--- config.mk ---
export PLATFORM = sky130hd
export DESIGN_NAME = ebt_timer
export DESIGN_NICKNAME = d
export VERILOG_FILES = /design/src/shared/ebt_pkg.sv /design/src/hw/ebt_timer.sv /design/src/hw/ebt_edge_det.sv
export SDC_FILE = /design/constraint.sdc
export NUM_CORES = 1
export LEC_CHECK = 0
export BUFFER_PORTS_ARGS = -buffer_cell sky130_fd_sc_hd__clkbuf_2
export CAP_MARGIN = 20
export CORE_ASPECT_RATIO = 0.9
export CORE_MARGIN = 8
export CORE_UTILIZATION = 40
export CTS_CLUSTER_DIAMETER = 80
export DETAILED_ROUTE_END_ITERATION = 12
export PLACE_DENSITY_LB_ADDON = 0.08
export SYNTH_ARGS = -nofsm -noshare
export SYNTH_HDL_FRONTEND = slang
export SYNTH_SLANG_ARGS = --single-unit
export TNS_END_PERCENT = 20
--- constraint.sdc ---
create_clock -name mclk -period 2.1 [get_ports mclk]
set_input_delay 0 -clock mclk [delete_from_list [all_inputs] [get_ports mclk]]
set_output_delay 0 -clock mclk [all_outputs]
set_load 0.02 [all_outputs]
--- src/shared/ebt_pkg.sv ---
// Package for the 8-bit timer with serial assist: register map, control fields, states.
// Assumes an APB slave with 32-bit data and word-aligned registers.
package ebt_pkg;

  localparam logic [7:0] EBT_ADDR_CTRL    = 8'h00;
  localparam logic [7:0] EBT_ADDR_PRELOAD = 8'h04;
  localparam logic [7:0] EBT_ADDR_COUNTER = 8'h08;
  localparam logic [7:0] EBT_ADDR_STATUS  = 8'h0C;
  localparam logic [7:0] EBT_ADDR_TXBIT   = 8'h10;

  localparam int EBT_CTRL_SEL_LO   = 0;
  localparam int EBT_CTRL_SEL_HI   = 1;
  localparam int EBT_CTRL_ENABLE   = 2;
  localparam int EBT_CTRL_EDGE_EN  = 3;

  localparam logic [7:0]  EBT_CTRL_RESET    = 8'h00;
  localparam logic [7:0]  EBT_PRELOAD_RESET = 8'h00;
  localparam logic [7:0]  EBT_COUNT_ONES    = 8'hFF;
  localparam logic [7:0]  EBT_COUNT_ZERO    = 8'h00;
  localparam logic [7:0]  EBT_COUNT_ONE     = 8'h01;
  localparam logic [31:0] EBT_READ_ZERO     = 32'h0000_0000;

  localparam int EBT_STAT_RXBIT  = 0;
  localparam int EBT_STAT_TXBIT  = 1;
  localparam int EBT_STAT_ARMED  = 2;
  localparam int EBT_STAT_CARRY  = 3;

  typedef enum logic [1:0] {
    EBT_CLK_MAIN    = 2'b00,
    EBT_CLK_AUX     = 2'b01,
    EBT_CLK_PIN     = 2'b10,
    EBT_CLK_MAINPIN = 2'b11
  } ebt_clksel_t;

  typedef enum logic [1:0] {
    EBT_RUN_FREE  = 2'b00,
    EBT_RUN_WAIT  = 2'b01,
    EBT_RUN_COUNT = 2'b10
  } ebt_state_t;

  typedef struct packed {
    logic        psel;
    logic        penable;
    logic        pwrite;
    logic [7:0]  paddr;
    logic [31:0] pwdata;
  } ebt_apb_req_t;

  typedef struct packed {
    logic        pready;
    logic        pslverr;
    logic [31:0] prdata;
  } ebt_apb_rsp_t;

endpackage

--- src/hw/ebt_timer.sv ---
// 8-bit interval timer with preload, clock selector, start-bit detection and bit latches.
// Assumes APB from software, and all clock sources sampled synchronously to mclk.
`timescale 1ns/1ns
// Functional notes
// - 8-bit up-counter with 8-bit preload register.
// - 8-bit control register governs this block.
// - Two bits pick one of four count clocks.
// - Counter write loads preload into counter.
// - Preload readable, writable, buffers next value.
// - Enabled counter increments on selected clock edge.
// - Edge detect holds counter until start edge.
// - First interval after start samples receive input.
// - Carry-out clocks both receive and transmit latches.
// - Transmit latch shifts one software bit per interval.
// - Auxiliary clock is crystal; main is multiple.
module ebt_timer
  import ebt_pkg::*;
(
  // Clock and reset
  input  wire logic   mclk,
  input  wire logic   srst,
  // APB slave
  input  wire logic   psel,
  input  wire logic   penable,
  input  wire logic   pwrite,
  input  wire logic [7:0]  paddr,
  input  wire logic [31:0] pwdata,
  output logic        pready,
  output logic        pslverr,
  output logic [31:0] prdata,
  // Clock sources and serial pins
  input  wire logic   auxClkTick,
  input  wire logic   external_timer_input_pin,
  input  wire logic   rxIn,
  output logic        txOut,
  output logic        carryOut
);

  ebt_apb_req_t req;
  logic [7:0]   ctrl_q;
  logic [7:0]   preload_q;
  logic [7:0]   count_q;
  logic [7:0]   count_d;
  logic         txNext_q;
  logic         rxLatch_q;
  logic         txLatch_q;
  logic         carry_q;
  logic         ready_q;
  logic         err_q;
  logic [31:0]  rdata_q;
  ebt_state_t   state_q;
  ebt_clksel_t  clkSel;
  logic         wrCounter;
  logic         accessNow;
  logic         pinRise;
  logic         mainPin;
  logic         mainPinRise;
  logic         tick;
  logic         rollover;
  logic         running;
  logic         firstDone_q;

  assign req = '{psel: psel, penable: penable, pwrite: pwrite, paddr: paddr, pwdata: pwdata};

  // Every access answers in the cycle after its first access cycle; the ready flop marks the answer cycle.
  assign accessNow = req.psel & req.penable & ~ready_q;
  assign wrCounter = accessNow & req.pwrite & (req.paddr == EBT_ADDR_COUNTER);

  // The external pin is seen as rising edges on mclk; the main-clock-and-pin gate is seen as the pin level.
  // The gated source is just the pin level, since mclk itself is always high at its own edge.
  assign mainPin = external_timer_input_pin;

  ebt_edge_det uPinEdge (
    .mclk  (mclk),
    .srst  (srst),
    .level (external_timer_input_pin),
    .rise  (pinRise),
    .fall  ()
  );

  logic rxFall;

  ebt_edge_det uRxEdge (
    .mclk  (mclk),
    .srst  (srst),
    .level (rxIn),
    .rise  (),
    .fall  (rxFall)
  );

  assign mainPinRise = mainPin;

  // Auxiliary clock arrives as a one-cycle tick per crystal period, a whole fraction of mclk.
  assign clkSel = ebt_clksel_t'(ctrl_q[EBT_CTRL_SEL_HI:EBT_CTRL_SEL_LO]);
  always_comb begin
    case (clkSel)
      EBT_CLK_MAIN:    tick = 1'b1;
      EBT_CLK_AUX:     tick = auxClkTick;
      EBT_CLK_PIN:     tick = pinRise;
      default:         tick = mainPinRise;
    endcase
  end

  // Arming needs a cycle to reach the wait state, so the edge enable alone already stops the count.
  assign running  = ctrl_q[EBT_CTRL_ENABLE] &
                    ((state_q == EBT_RUN_COUNT) | ((state_q == EBT_RUN_FREE) & ~ctrl_q[EBT_CTRL_EDGE_EN]));
  assign rollover = running & tick & (count_q == EBT_COUNT_ONES);

  // Control register.
  always_ff @(posedge mclk) begin
    if (srst) begin
      ctrl_q <= EBT_CTRL_RESET;
    end else if (accessNow && req.pwrite && req.paddr == EBT_ADDR_CTRL) begin
      ctrl_q <= req.pwdata[7:0];
    end
  end

  // Preload takes a new value at any time; the counter copies it only on a counter write.
  always_ff @(posedge mclk) begin
    if (srst) begin
      preload_q <= EBT_PRELOAD_RESET;
    end else if (accessNow && req.pwrite && req.paddr == EBT_ADDR_PRELOAD) begin
      preload_q <= req.pwdata[7:0];
    end
  end

  // Counter: load wins over counting in the same cycle.
  always_comb begin
    count_d = count_q;
    if (wrCounter) begin
      count_d = preload_q;
    end else if (running && tick) begin
      count_d = count_q + EBT_COUNT_ONE;
    end
  end

  always_ff @(posedge mclk) begin
    if (srst) begin
      count_q <= EBT_COUNT_ZERO;
    end else begin
      count_q <= count_d;
    end
  end

  // Start-bit detection: wait for a falling edge on the receive line, then count.
  always_ff @(posedge mclk) begin
    if (srst) begin
      state_q     <= EBT_RUN_FREE;
      firstDone_q <= 1'b0;
    end else begin
      case (state_q)
        EBT_RUN_FREE: begin
          if (ctrl_q[EBT_CTRL_EDGE_EN]) begin
            state_q <= EBT_RUN_WAIT;
          end
        end
        EBT_RUN_WAIT: begin
          if (!ctrl_q[EBT_CTRL_EDGE_EN]) begin
            state_q <= EBT_RUN_FREE;
          end else if (rxFall) begin
            state_q     <= EBT_RUN_COUNT;
            firstDone_q <= 1'b0;
          end
        end
        default: begin
          if (!ctrl_q[EBT_CTRL_EDGE_EN]) begin
            state_q <= EBT_RUN_FREE;
          end else if (rollover) begin
            firstDone_q <= 1'b1;
          end
        end
      endcase
    end
  end

  // Carry is a one-cycle pulse at the wrap from all ones to zero.
  always_ff @(posedge mclk) begin
    if (srst) begin
      carry_q <= 1'b0;
    end else begin
      carry_q <= rollover & ~wrCounter;
    end
  end

  // Both bit latches move only on the carry; software stages the next transmit bit in between.
  always_ff @(posedge mclk) begin
    if (srst) begin
      rxLatch_q <= 1'b0;
      txLatch_q <= 1'b1;
    end else if (rollover && !wrCounter) begin
      rxLatch_q <= rxIn;
      txLatch_q <= txNext_q;
    end
  end

  // Staged transmit bit; the idle line level is high, as an asynchronous link expects.
  always_ff @(posedge mclk) begin
    if (srst) begin
      txNext_q <= 1'b1;
    end else if (accessNow && req.pwrite && req.paddr == EBT_ADDR_TXBIT) begin
      txNext_q <= req.pwdata[0];
    end
  end

  assign txOut    = txLatch_q;
  assign carryOut = carry_q;

  // APB answer: one wait state so read data leaves a flop.
  always_ff @(posedge mclk) begin
    if (srst) begin
      ready_q <= 1'b0;
      err_q   <= 1'b0;
      rdata_q <= EBT_READ_ZERO;
    end else begin
      ready_q <= accessNow;
      err_q   <= 1'b0;
      rdata_q <= EBT_READ_ZERO;
      if (accessNow) begin
        if (req.paddr == EBT_ADDR_CTRL) begin
          rdata_q[7:0] <= ctrl_q;
        end else if (req.paddr == EBT_ADDR_PRELOAD) begin
          rdata_q[7:0] <= preload_q;
        end else if (req.paddr == EBT_ADDR_COUNTER) begin
          rdata_q[7:0] <= count_q;
        end else if (req.paddr == EBT_ADDR_STATUS) begin
          rdata_q[EBT_STAT_RXBIT] <= rxLatch_q;
          rdata_q[EBT_STAT_TXBIT] <= txLatch_q;
          rdata_q[EBT_STAT_ARMED] <= (state_q == EBT_RUN_WAIT);
          rdata_q[EBT_STAT_CARRY] <= firstDone_q;
        end else if (req.paddr == EBT_ADDR_TXBIT) begin
          rdata_q[0] <= txNext_q;
        end else begin
          err_q <= 1'b1;
        end
      end
    end
  end

  assign pready  = ready_q;
  assign pslverr = err_q;
  assign prdata  = rdata_q;

endmodule

--- src/hw/ebt_edge_det.sv ---
// Rising- and falling-edge detector for a level sampled on mclk.
// Assumes the input is already synchronous to mclk.
`timescale 1ns/1ns
module ebt_edge_det
  import ebt_pkg::*;
(
  // Clock and reset
  input  wire logic mclk,
  input  wire logic srst,
  // Level in, pulse out
  input  wire logic level,
  output logic      rise,
  output logic      fall
);

  logic prev_q;

  always_ff @(posedge mclk) begin
    if (srst) begin
      prev_q <= 1'b0;
    end else begin
      prev_q <= level;
    end
  end

  assign rise = level & ~prev_q;
  assign fall = ~level & prev_q;

endmodule

==> flow_summary.yaml, run 1 <==
outcome:
  run_status: "finished, final reports clean"
detailed_routing:
  wire_per_inst_um: 15.3
  drc: 0
  vias_per_cell: 4.97
  vias: 1769
  wirelength_um: 5450
  initialDrtViolationCount: 87
  postRouteAntennaNets: 0
  first_pass_iters: 4
cts:
  clockBufferDepth: 2
  hold_buffers: 9
  insertion_delay_ns: 0.29
  clkTransAtPathRegs_ns: 0.08
  clockRootBuffer: "clkbuf_8"
  htreeDepth: 2
  cts_sinks: 43
  cts_inserted_buffers: 5
  cts_setup_buffers: 0
  cts_resized: 0
  cts_tree: "done"
hold_path:
  whs_path_depth: 3
  hold_class: "in2reg"
synth:
  syn_inst: 236
  yosysSeqAreaShare: 0.412
  synth-async-reset-ratio: 0
  synth-edff-count: 0
  yosys_most_used_dff: "dfxtp_1"
  avgSynthCellArea_um2: 8.86
  synth_cell_type_count: 45
  netlist_area_um2: 2090
  synth-seq-cells: 43
  synth_top_area_frac: 0.412
  synth_area_leaders: "dfxtp_1, mux2i_1, buf_4"
  ys_warn_count: 0
  yosysTopAreaCell: "dfxtp_1"
die:
  start_util: 0.405
  placementRows: 25
  die_h_um: 84.6
  io_pins: 84
  die-width_um: 92.2
  die-area_um2: 7800
  core_area_um2: 5160
cells_and_area:
  syn_to_final_growth_pct: 20.8
  layout.nets: 337
  final_cells: 356
  drive_gt1_frac: 0.221
  diodes: 0
timing:
  period_share: 0.907
  rsz0062_at_grt: "no"
  setup_viol: 0
  drv_slew: 0
  whs_ns: 0.0223
  finalSetupTns_ns: 0
  fmax_ghz: 0.525
  min_period_ns: 1.90
  hold_viol_final: 0
  worst_clock_skew_ns: 0.00308
pwr:
  p_leak_nw: 1.09
  vdd_ir_drop_max_mv: 0.396
  power.density_nw_per_um2: 643
setup_path:
  worstPathArrival_ns: 2.08
  cp-end-kind: "flip-flop"
  reg2reg_slack_ns: 0.20
  start_kind: "flip-flop"
  cp_max_fo: 8
  cp.required_ns: 2.28
  worst-setup-path-type: "reg2reg"
  rr_worst_depth: 6
grt:
  use_met1: 0.190
  antenna_found_initial: 0
  grt_usage: 0.145
  grt_max_degree: 33
  met2_usage: 0.223
  grt_pass1_wl_um: 9090
  grt.met3_usage: 0.0357
  grt_overflow: 0
  grt_pass1_vias: 1807
  busiest_layer: "met2"
flow_run:
  cap_violations: 0
placement:
  port_buffers: 35
  hpwl_um: 4000
  dp.cells: 339
  gp_routability_congestion: 0.810
## cell type report
type,instances,area [um2]
Multi-Input combinational cell,175,1070
Clock buffer,6,82.6
Fill cell,512,2640
Sequential cell,43,861
Inverter,7,26.3
Clock inverter,2,35.0
Timing Repair Buffer,56,368
Tap cell,67,83.8
## layer usage
layer / wire length, um / vias up
met5: 0 / -
li1: - / 886
met3: 241 / 8
met4: 106 / 0
met2: 2420 / 46
met1: 2690 / 829
## worst paths after layout
path	startpoint	to
setup / recovery	pready$_SDFF_PP0_	preload_q[7]$_SDFFE_PP0P_
hold / removal	pwdata[0]	ctrl_q[0]$_SDFFE_PP0P_
setup reg to reg	pready$_SDFF_PP0_	preload_q[7]$_SDFFE_PP0P_
hold reg to reg	firstDone_q$_SDFFE_PP0P_	firstDone_q$_SDFFE_PP0P_
## cell families after synthesis
logic type      Yosys count  share of synthesized area
flops                    43                      0.412
fa+ha+maj                 1                    0.00598
other cells               1                    0.00179
xor+xnor                  7                     0.0293
buf+inv                  41                      0.118
mux                      19                     0.0916
compound gates           40                      0.138
simple gates             84                      0.203
## power by group
group          leakage (nW)  internal [mW]  switching (mW)
Sequential            0.347          0.818         0.00149
Combinational         0.681         0.0413          0.0945
Clock                0.0612          0.385           0.284
## cells in the mapped netlist, types with 2 or more instances
cell type and number:
nor3_1 9, buf_4 24, o21ai_0 4, o211a_1 2, clkbuf_1 6, nor2_1 37, or3_1 4, o221a_2 4
nand2_1 10, a211oi_1 8, nor2b_1 2, nand2b_1 4, xnor2_1 7, dfxtp_1 43, nor4_1 3, inv_1 7
a21oi_1 12, mux2i_1 18, nand3_1 4, buf_2 3
## cells in the final DEF, fill, tap and decap left out, types with 2 or more instances in the layout
cell type / instances
o221a_2: 4
inv_1: 7
a21oi_1: 12
dlygate4sd3_1: 9
nor2b_1: 2
nor3_1: 9
nor2_1: 37
nand2_1: 10
nand3_1: 4
nand2b_1: 4
a211oi_1: 8
mux2i_1: 18
nor4_1: 3
clkbuf_8: 6
xnor2_1: 7
clkbuf_2: 35
or3_1: 4
o211a_1: 2
conb_1: 24
buf_4: 11
dfxtp_1: 43
o21ai_0: 4
## critical path, stage by stage (launching register included)
cell and delay, ns:
dfxtp_1 0.32, nand4b_1 0.25, or4_1 0.47, or3_1 0.32, buf_4 0.20, mux2i_1 0.16, nor2_1 0.06
## flip-flops by register name, summed over array words and instances (netlist names)
name / count
count_q: 8
ctrl_q: 8
prdata: 8
preload_q: 8
state_q: 2
carryOut: 1
firstDone_q: 1
pready: 1
pslverr: 1
rxLatch_q: 1
txNext_q: 1
txOut: 1
uPinEdge.prev_q: 1
uRxEdge.prev_q: 1
## metrics by stage
stage	util	setup WS, ns	cell area [um2]	power, mW
floorplan	-	0.184	2180	0.950
global route	0.489	0.0423	2520	1.68
CTS	0.489	0.189	2520	1.64
detailed placement	0.449	0.0719	2320	0.960
global placement	0.449	0.0821	2320	0.959
finish	0.489	0.196	2520	1.62
(Power assumes the default switching activity.)
==> run 2: changes to the inputs <==
==> constraint.sdc (replaced) <==
create_clock -name mclk -period 1.8 [get_ports mclk]
set_input_delay 0 -clock mclk [delete_from_list [all_inputs] [get_ports mclk]]
set_output_delay 0 -clock mclk [all_outputs]
set_load 0.02 [all_outputs]
==> flow_summary.yaml, run 2 (synthesized netlist as in run 1, its figures left out) <==
grt:
  grt_usage: 0.147
  grt_max_degree: 33
  grt_overflow: 0
  antenna_found_initial: 0
  busiest_layer: "met2"
  grt_pass1_wl_um: 9180
  grt_pass1_vias: 1788
  met2_usage: 0.212
  use_met1: 0.204
  grt.met3_usage: 0.0365
cts:
  cts_sinks: 43
  htreeDepth: 2
  cts_tree: "done"
  clockBufferDepth: 2
  clockRootBuffer: "clkbuf_8"
  cts_setup_buffers: 0
  insertion_delay_ns: 0.30
  cts_inserted_buffers: 5
  clkTransAtPathRegs_ns: 0.08
detailed_routing:
  vias_per_cell: 4.81
  wirelength_um: 5470
  wire_per_inst_um: 14.6
  postRouteAntennaNets: 0
  initialDrtViolationCount: 117
  drc: 0
  vias: 1798
  first_pass_iters: 4
die:
  core_area_um2: 5160
  die_h_um: 84.6
  die-area_um2: 7800
  die-width_um: 92.2
  io_pins: 84
  start_util: 0.405
  placementRows: 25
pwr:
  sw_frac_of_total: 0.258
  p_seq_frac: 0.554
  combPwrFrac: 0.095
  p_int_mw: 1.28
  p_clk_frac: 0.350
  p_leak_nw: 1.17
  power.density_nw_per_um2: 648
  power_switching_mw: 0.445
  p_total_mw: 1.72
  vdd_ir_drop_max_mv: 0.332
setup_path:
  path_cells: "nand4b_1, or4_4, or3_4, buf_6, mux2i_1, nor2_1"
  cp_slowest_cell: "or4_4"
  worstSetupStartpoint: "pready$_SDFF_PP0_"
  r2r-end: "preload_q[6]$_SDFFE_PP0P_"
  reg2reg_slack_ns: -0.02
  worst-setup-path-type: "reg2reg"
  regToRegStartpoint: "pready$_SDFF_PP0_"
  rr_worst_depth: 6
  worstPathArrival_ns: 2.00
  cp.required_ns: 1.98
  start_kind: "flip-flop"
  critPathMaxStageDelay_ns: 0.47
  cp_max_fo: 8
  cp-end-kind: "flip-flop"
  crit_path_end: "preload_q[6]$_SDFFE_PP0P_"
placement:
  dp.cells: 357
  gp_routability_congestion: 0.812
  port_buffers: 35
  hpwl_um: 4250
timing:
  hold_viol_final: 0
  min_period_ns: 1.82
  worst_clock_skew_ns: 0.00568
  fmax_ghz: 0.549
  setup_slack_ns: -0.0205
  setup_viol: 8
  drv_slew: 0
  rsz0062_at_grt: "yes"
  period_share: 1.01
  whs_ns: 0.0161
  slew_headroom: 0.621
  worst_pin_slew_ns: 0.564
cells_and_area:
  syn_to_final_growth_pct: 27.3
  final_cells: 374
  diodes: 0
  layout_commonest_cell: "dfxtp_1"
  final_cell_mix: "dfxtp_1, nor2_1, clkbuf_2"
  drive_gt1_frac: 0.287
  layout.nets: 355
flow_run:
  cap_violations: 0
hold_path:
  hold_class: "in2reg"
  whs_path_depth: 2
outcome:
  violations: "setup timing"
  run_status: "finished, violations left"
run 2: per-stage QoR:
stage               instance area, um2  TNS (ns)  worst slack [ns]  utilization
floorplan                         2200    -0.156           -0.0589            -
global placement                  2460     -3.10            -0.189        0.477
detailed placement                2460     -3.49            -0.202        0.477
CTS                               2650    -0.176           -0.0260        0.512
global route                      2660    -0.698            -0.108        0.516
finish                            2660    -0.121           -0.0205        0.516
run 2: routing by layer:
metal  wire length, um  part of all wire
met4                62             0.011
met1              2740              0.50
met5                 0                 0
met3               330             0.060
met2              2340              0.43
run 2: worst min-delay path by stage:
stage,from,endpoint,slack (ns)
after global routing,pwdata[0],txNext_q$_SDFFE_PP1P_,0.02
after floorplan,srst,uRxEdge.prev_q$_SDFF_PP0_,0.08
after global placement,external_timer_input_pin,uPinEdge.prev_q$_SDFF_PP0_,0.23
after CTS,pwdata[0],txNext_q$_SDFFE_PP1P_,0.01
final,pwdata[0],txNext_q$_SDFFE_PP1P_,0.02
after detailed placement,external_timer_input_pin,uPinEdge.prev_q$_SDFF_PP0_,0.24
run 2: power groups by stage:
stage / Combinational (mW) / Clock [mW] / Sequential [mW]
floorplan: 0.128 / 0 / 0.981
global placement: 0.146 / 0 / 0.979
detailed placement: 0.146 / 0 / 0.979
CTS: 0.161 / 0.626 / 0.956
global route: 0.180 / 0.673 / 0.957
finish: 0.164 / 0.604 / 0.956
run 2: area by class of cell:
| type | count | area [um2] |
|---|---|---|
| fill | 503 | 2500 |
| multi-input combinational | 175 | 1100 |
| sequential | 43 | 862 |
| timing repair buffer | 74 | 507 |
| tap | 67 | 83.8 |
| clock buffer | 6 | 72.6 |
| inverter | 7 | 26.3 |
| clock inverter | 2 | 12.5 |
run 2: worst max-delay path: cells and delay by family (launching register included):
kind                   cells  cell delay (ns)
buffers and inverters      1             0.16
flip-flops                 1             0.32
multiplexers               1             0.14
AND/OR/NAND/NOR            4             1.07
run 2: repair_timing:
| item | CTS | global route |
|---|---|---|
| hold buffers | 9 | 0 |
| pin swaps | 1 | 0 |
| endpoints found under the hold margin | 16 | 0 |
| setup endpoints to repair | 9 | 13 |
| resized for setup | 2 | 3 |
==> run 3: changes to the inputs <==
--- a/config.mk
+++ b/config.mk
@@ -13,6 +13,7 @@
 export CTS_CLUSTER_DIAMETER = 80
 export DETAILED_ROUTE_END_ITERATION = 12
 export PLACE_DENSITY_LB_ADDON = 0.08
+export SETUP_SLACK_MARGIN = 0.1
 export SYNTH_ARGS = -nofsm -noshare
 export SYNTH_HDL_FRONTEND = slang
 export SYNTH_SLANG_ARGS = --single-unit
==> constraint.sdc (replaced) <==
create_clock -name mclk -period 2.3 [get_ports mclk]
set_input_delay 0 -clock mclk [delete_from_list [all_inputs] [get_ports mclk]]
set_output_delay 0 -clock mclk [all_outputs]
set_load 0.02 [all_outputs]
==> flow_summary.yaml, run 3 (synthesized netlist as in run 1, its figures left out) <==
detailed_routing:
  vias: 1787
  wire_per_inst_um: 15.4
  postRouteAntennaNets: 0
  wirelength_um: 5460
  vias_per_cell: 5.03
  first_pass_iters: 4
  initialDrtViolationCount: 127
  drc: 0
die:
  die_h_um: 84.6
  start_util: 0.405
  die-width_um: 92.2
  placementRows: 25
  io_pins: 84
  die-area_um2: 7800
  core_area_um2: 5160
grt:
  grt_pass1_wl_um: 9190
  grt_usage: 0.146
  antenna_found_initial: 0
  grt_max_degree: 33
  grt_overflow: 0
  grt_pass1_vias: 1842
cells_and_area:
  fillCellCount: 549
  layout_commonest_cell: "dfxtp_1"
  ff_latch_area_um2: 861
  diodes: 0
  syn_to_final_growth_pct: 20.5
  final_cell_mix: "dfxtp_1, nor2_1, clkbuf_2"
  multiInputGateArea_um2: 1070
  layout.nets: 336
  drive_gt1_frac: 0.215
placement:
  hpwl_um: 4130
  gp_routability_congestion: 0.836
  port_buffers: 35
cts:
  insertion_delay_ns: 0.29
  clockRootBuffer: "clkbuf_8"
  cts_sinks: 43
  cts_resized: 0
  cts_inserted_buffers: 5
  htreeDepth: 2
  clockBufferDepth: 2
  cts_tree: "done"
  clkTransAtPathRegs_ns: 0.09
setup_path:
  worstSetupStartpoint: "pready$_SDFF_PP0_"
  critPathMaxStageDelay_ns: 0.52
  cp-end-kind: "flip-flop"
  cp.required_ns: 2.47
  reg2reg_slack_ns: 0.29
  worst-setup-path-type: "reg2reg"
  start_kind: "flip-flop"
  rr_worst_depth: 6
  worstPathArrival_ns: 2.18
  path_cells: "nand4b_1, or4_1, or3_1, buf_4, mux2i_1, nor2_1"
  crit_path_end: "preload_q[1]$_SDFFE_PP0P_"
  cp_max_fo: 6
  regToRegStartpoint: "pready$_SDFF_PP0_"
  r2r-end: "preload_q[1]$_SDFFE_PP0P_"
  cp_slowest_cell: "or4_1"
pwr:
  vdd_ir_drop_max_mv: 0.378
  power.density_nw_per_um2: 588
  p_leak_nw: 1.08
  p_total_mw: 1.48
timing:
  drv_slew: 0
  worst_clock_skew_ns: 0.00724
  hold_viol_final: 0
  finalSetupTns_ns: 0
  rsz0062_at_grt: "no"
  min_period_ns: 2.01
  setup_viol: 0
  fmax_ghz: 0.498
  period_share: 0.873
hold_path:
  hold_class: "in2reg"
flow_run:
  cap_violations: 0
outcome:
  run_status: "finished, final reports clean"
[run 3: layout make-up]
| cell class | count | area share |
|---|---|---|
| Timing Repair Buffer | 55 | 0.144 |
| Inverter | 7 | 0.0104 |
| Sequential cell | 43 | 0.342 |
| Clock buffer | 6 | 0.0328 |
| Tap cell | 67 | 0.0333 |
| Multi-Input combinational cell | 175 | 0.424 |
| Clock inverter | 2 | 0.0139 |
[run 3: how the worst min path moves through the flow]
stage | from | to | slack [ns] | cells after the start
CTS | paddr[4] | pslverr$_SDFF_PP0_ | 0.04 | 3
global placement | external_timer_input_pin | uPinEdge.prev_q$_SDFF_PP0_ | 0.24 | 2
floorplan | srst | uRxEdge.prev_q$_SDFF_PP0_ | 0.08 | 1
global route | paddr[5] | pslverr$_SDFF_PP0_ | 0.09 | 3
detailed placement | external_timer_input_pin | uPinEdge.prev_q$_SDFF_PP0_ | 0.25 | 2
finish | paddr[5] | pslverr$_SDFF_PP0_ | 0.06 | 3
[run 3: metal layers]
layer  GRT usage  vias to the layer above  wire, um
met5           0                        -         0
met2       0.232                       51      2480
met3      0.0294                        4       277
met4      0.0497                        0        51
met1       0.191                      853      2650
li1            -                      879         -
[run 3: what timing repair did]
action                                  CTS  global route
hold buffers                             10             0
setup buffers                             0             0
hold endpoints to repair                 19             0
endpoints found under the setup margin    0             0
[run 3: power by group]
part	switching (mW)	internal [mW]	total, mW
sequential	0.00139	0.747	0.749
clock	0.256	0.352	0.608
combinational	0.0870	0.0387	0.126
[run 3: per-stage QoR]
stage / hold WS [ns] / instance area, um2 / setup WS [ns] / utilization / cells
2_1_floorplan: 0.0809 / 2180 / 0.384 / - / 259
3_3_place_gp: 0.239 / 2300 / 0.219 / 0.446 / 337
3_5_place_dp: 0.250 / 2300 / 0.220 / 0.446 / 337
4_1_cts: 0.0437 / 2520 / 0.320 / 0.488 / 355
5_1_grt: 0.0869 / 2520 / 0.159 / 0.488 / 355
6_report: 0.0565 / 2520 / 0.292 / 0.488 / 355
[run 3: critical path: cells and delay by family (launching register included)]
| family | cells | cell delay, ns |
|---|---|---|
| flip-flops | 1 | 0.32 |
| multiplexers | 1 | 0.15 |
| AND/OR/NAND/NOR | 4 | 1.22 |
| buffers and inverters | 1 | 0.19 |
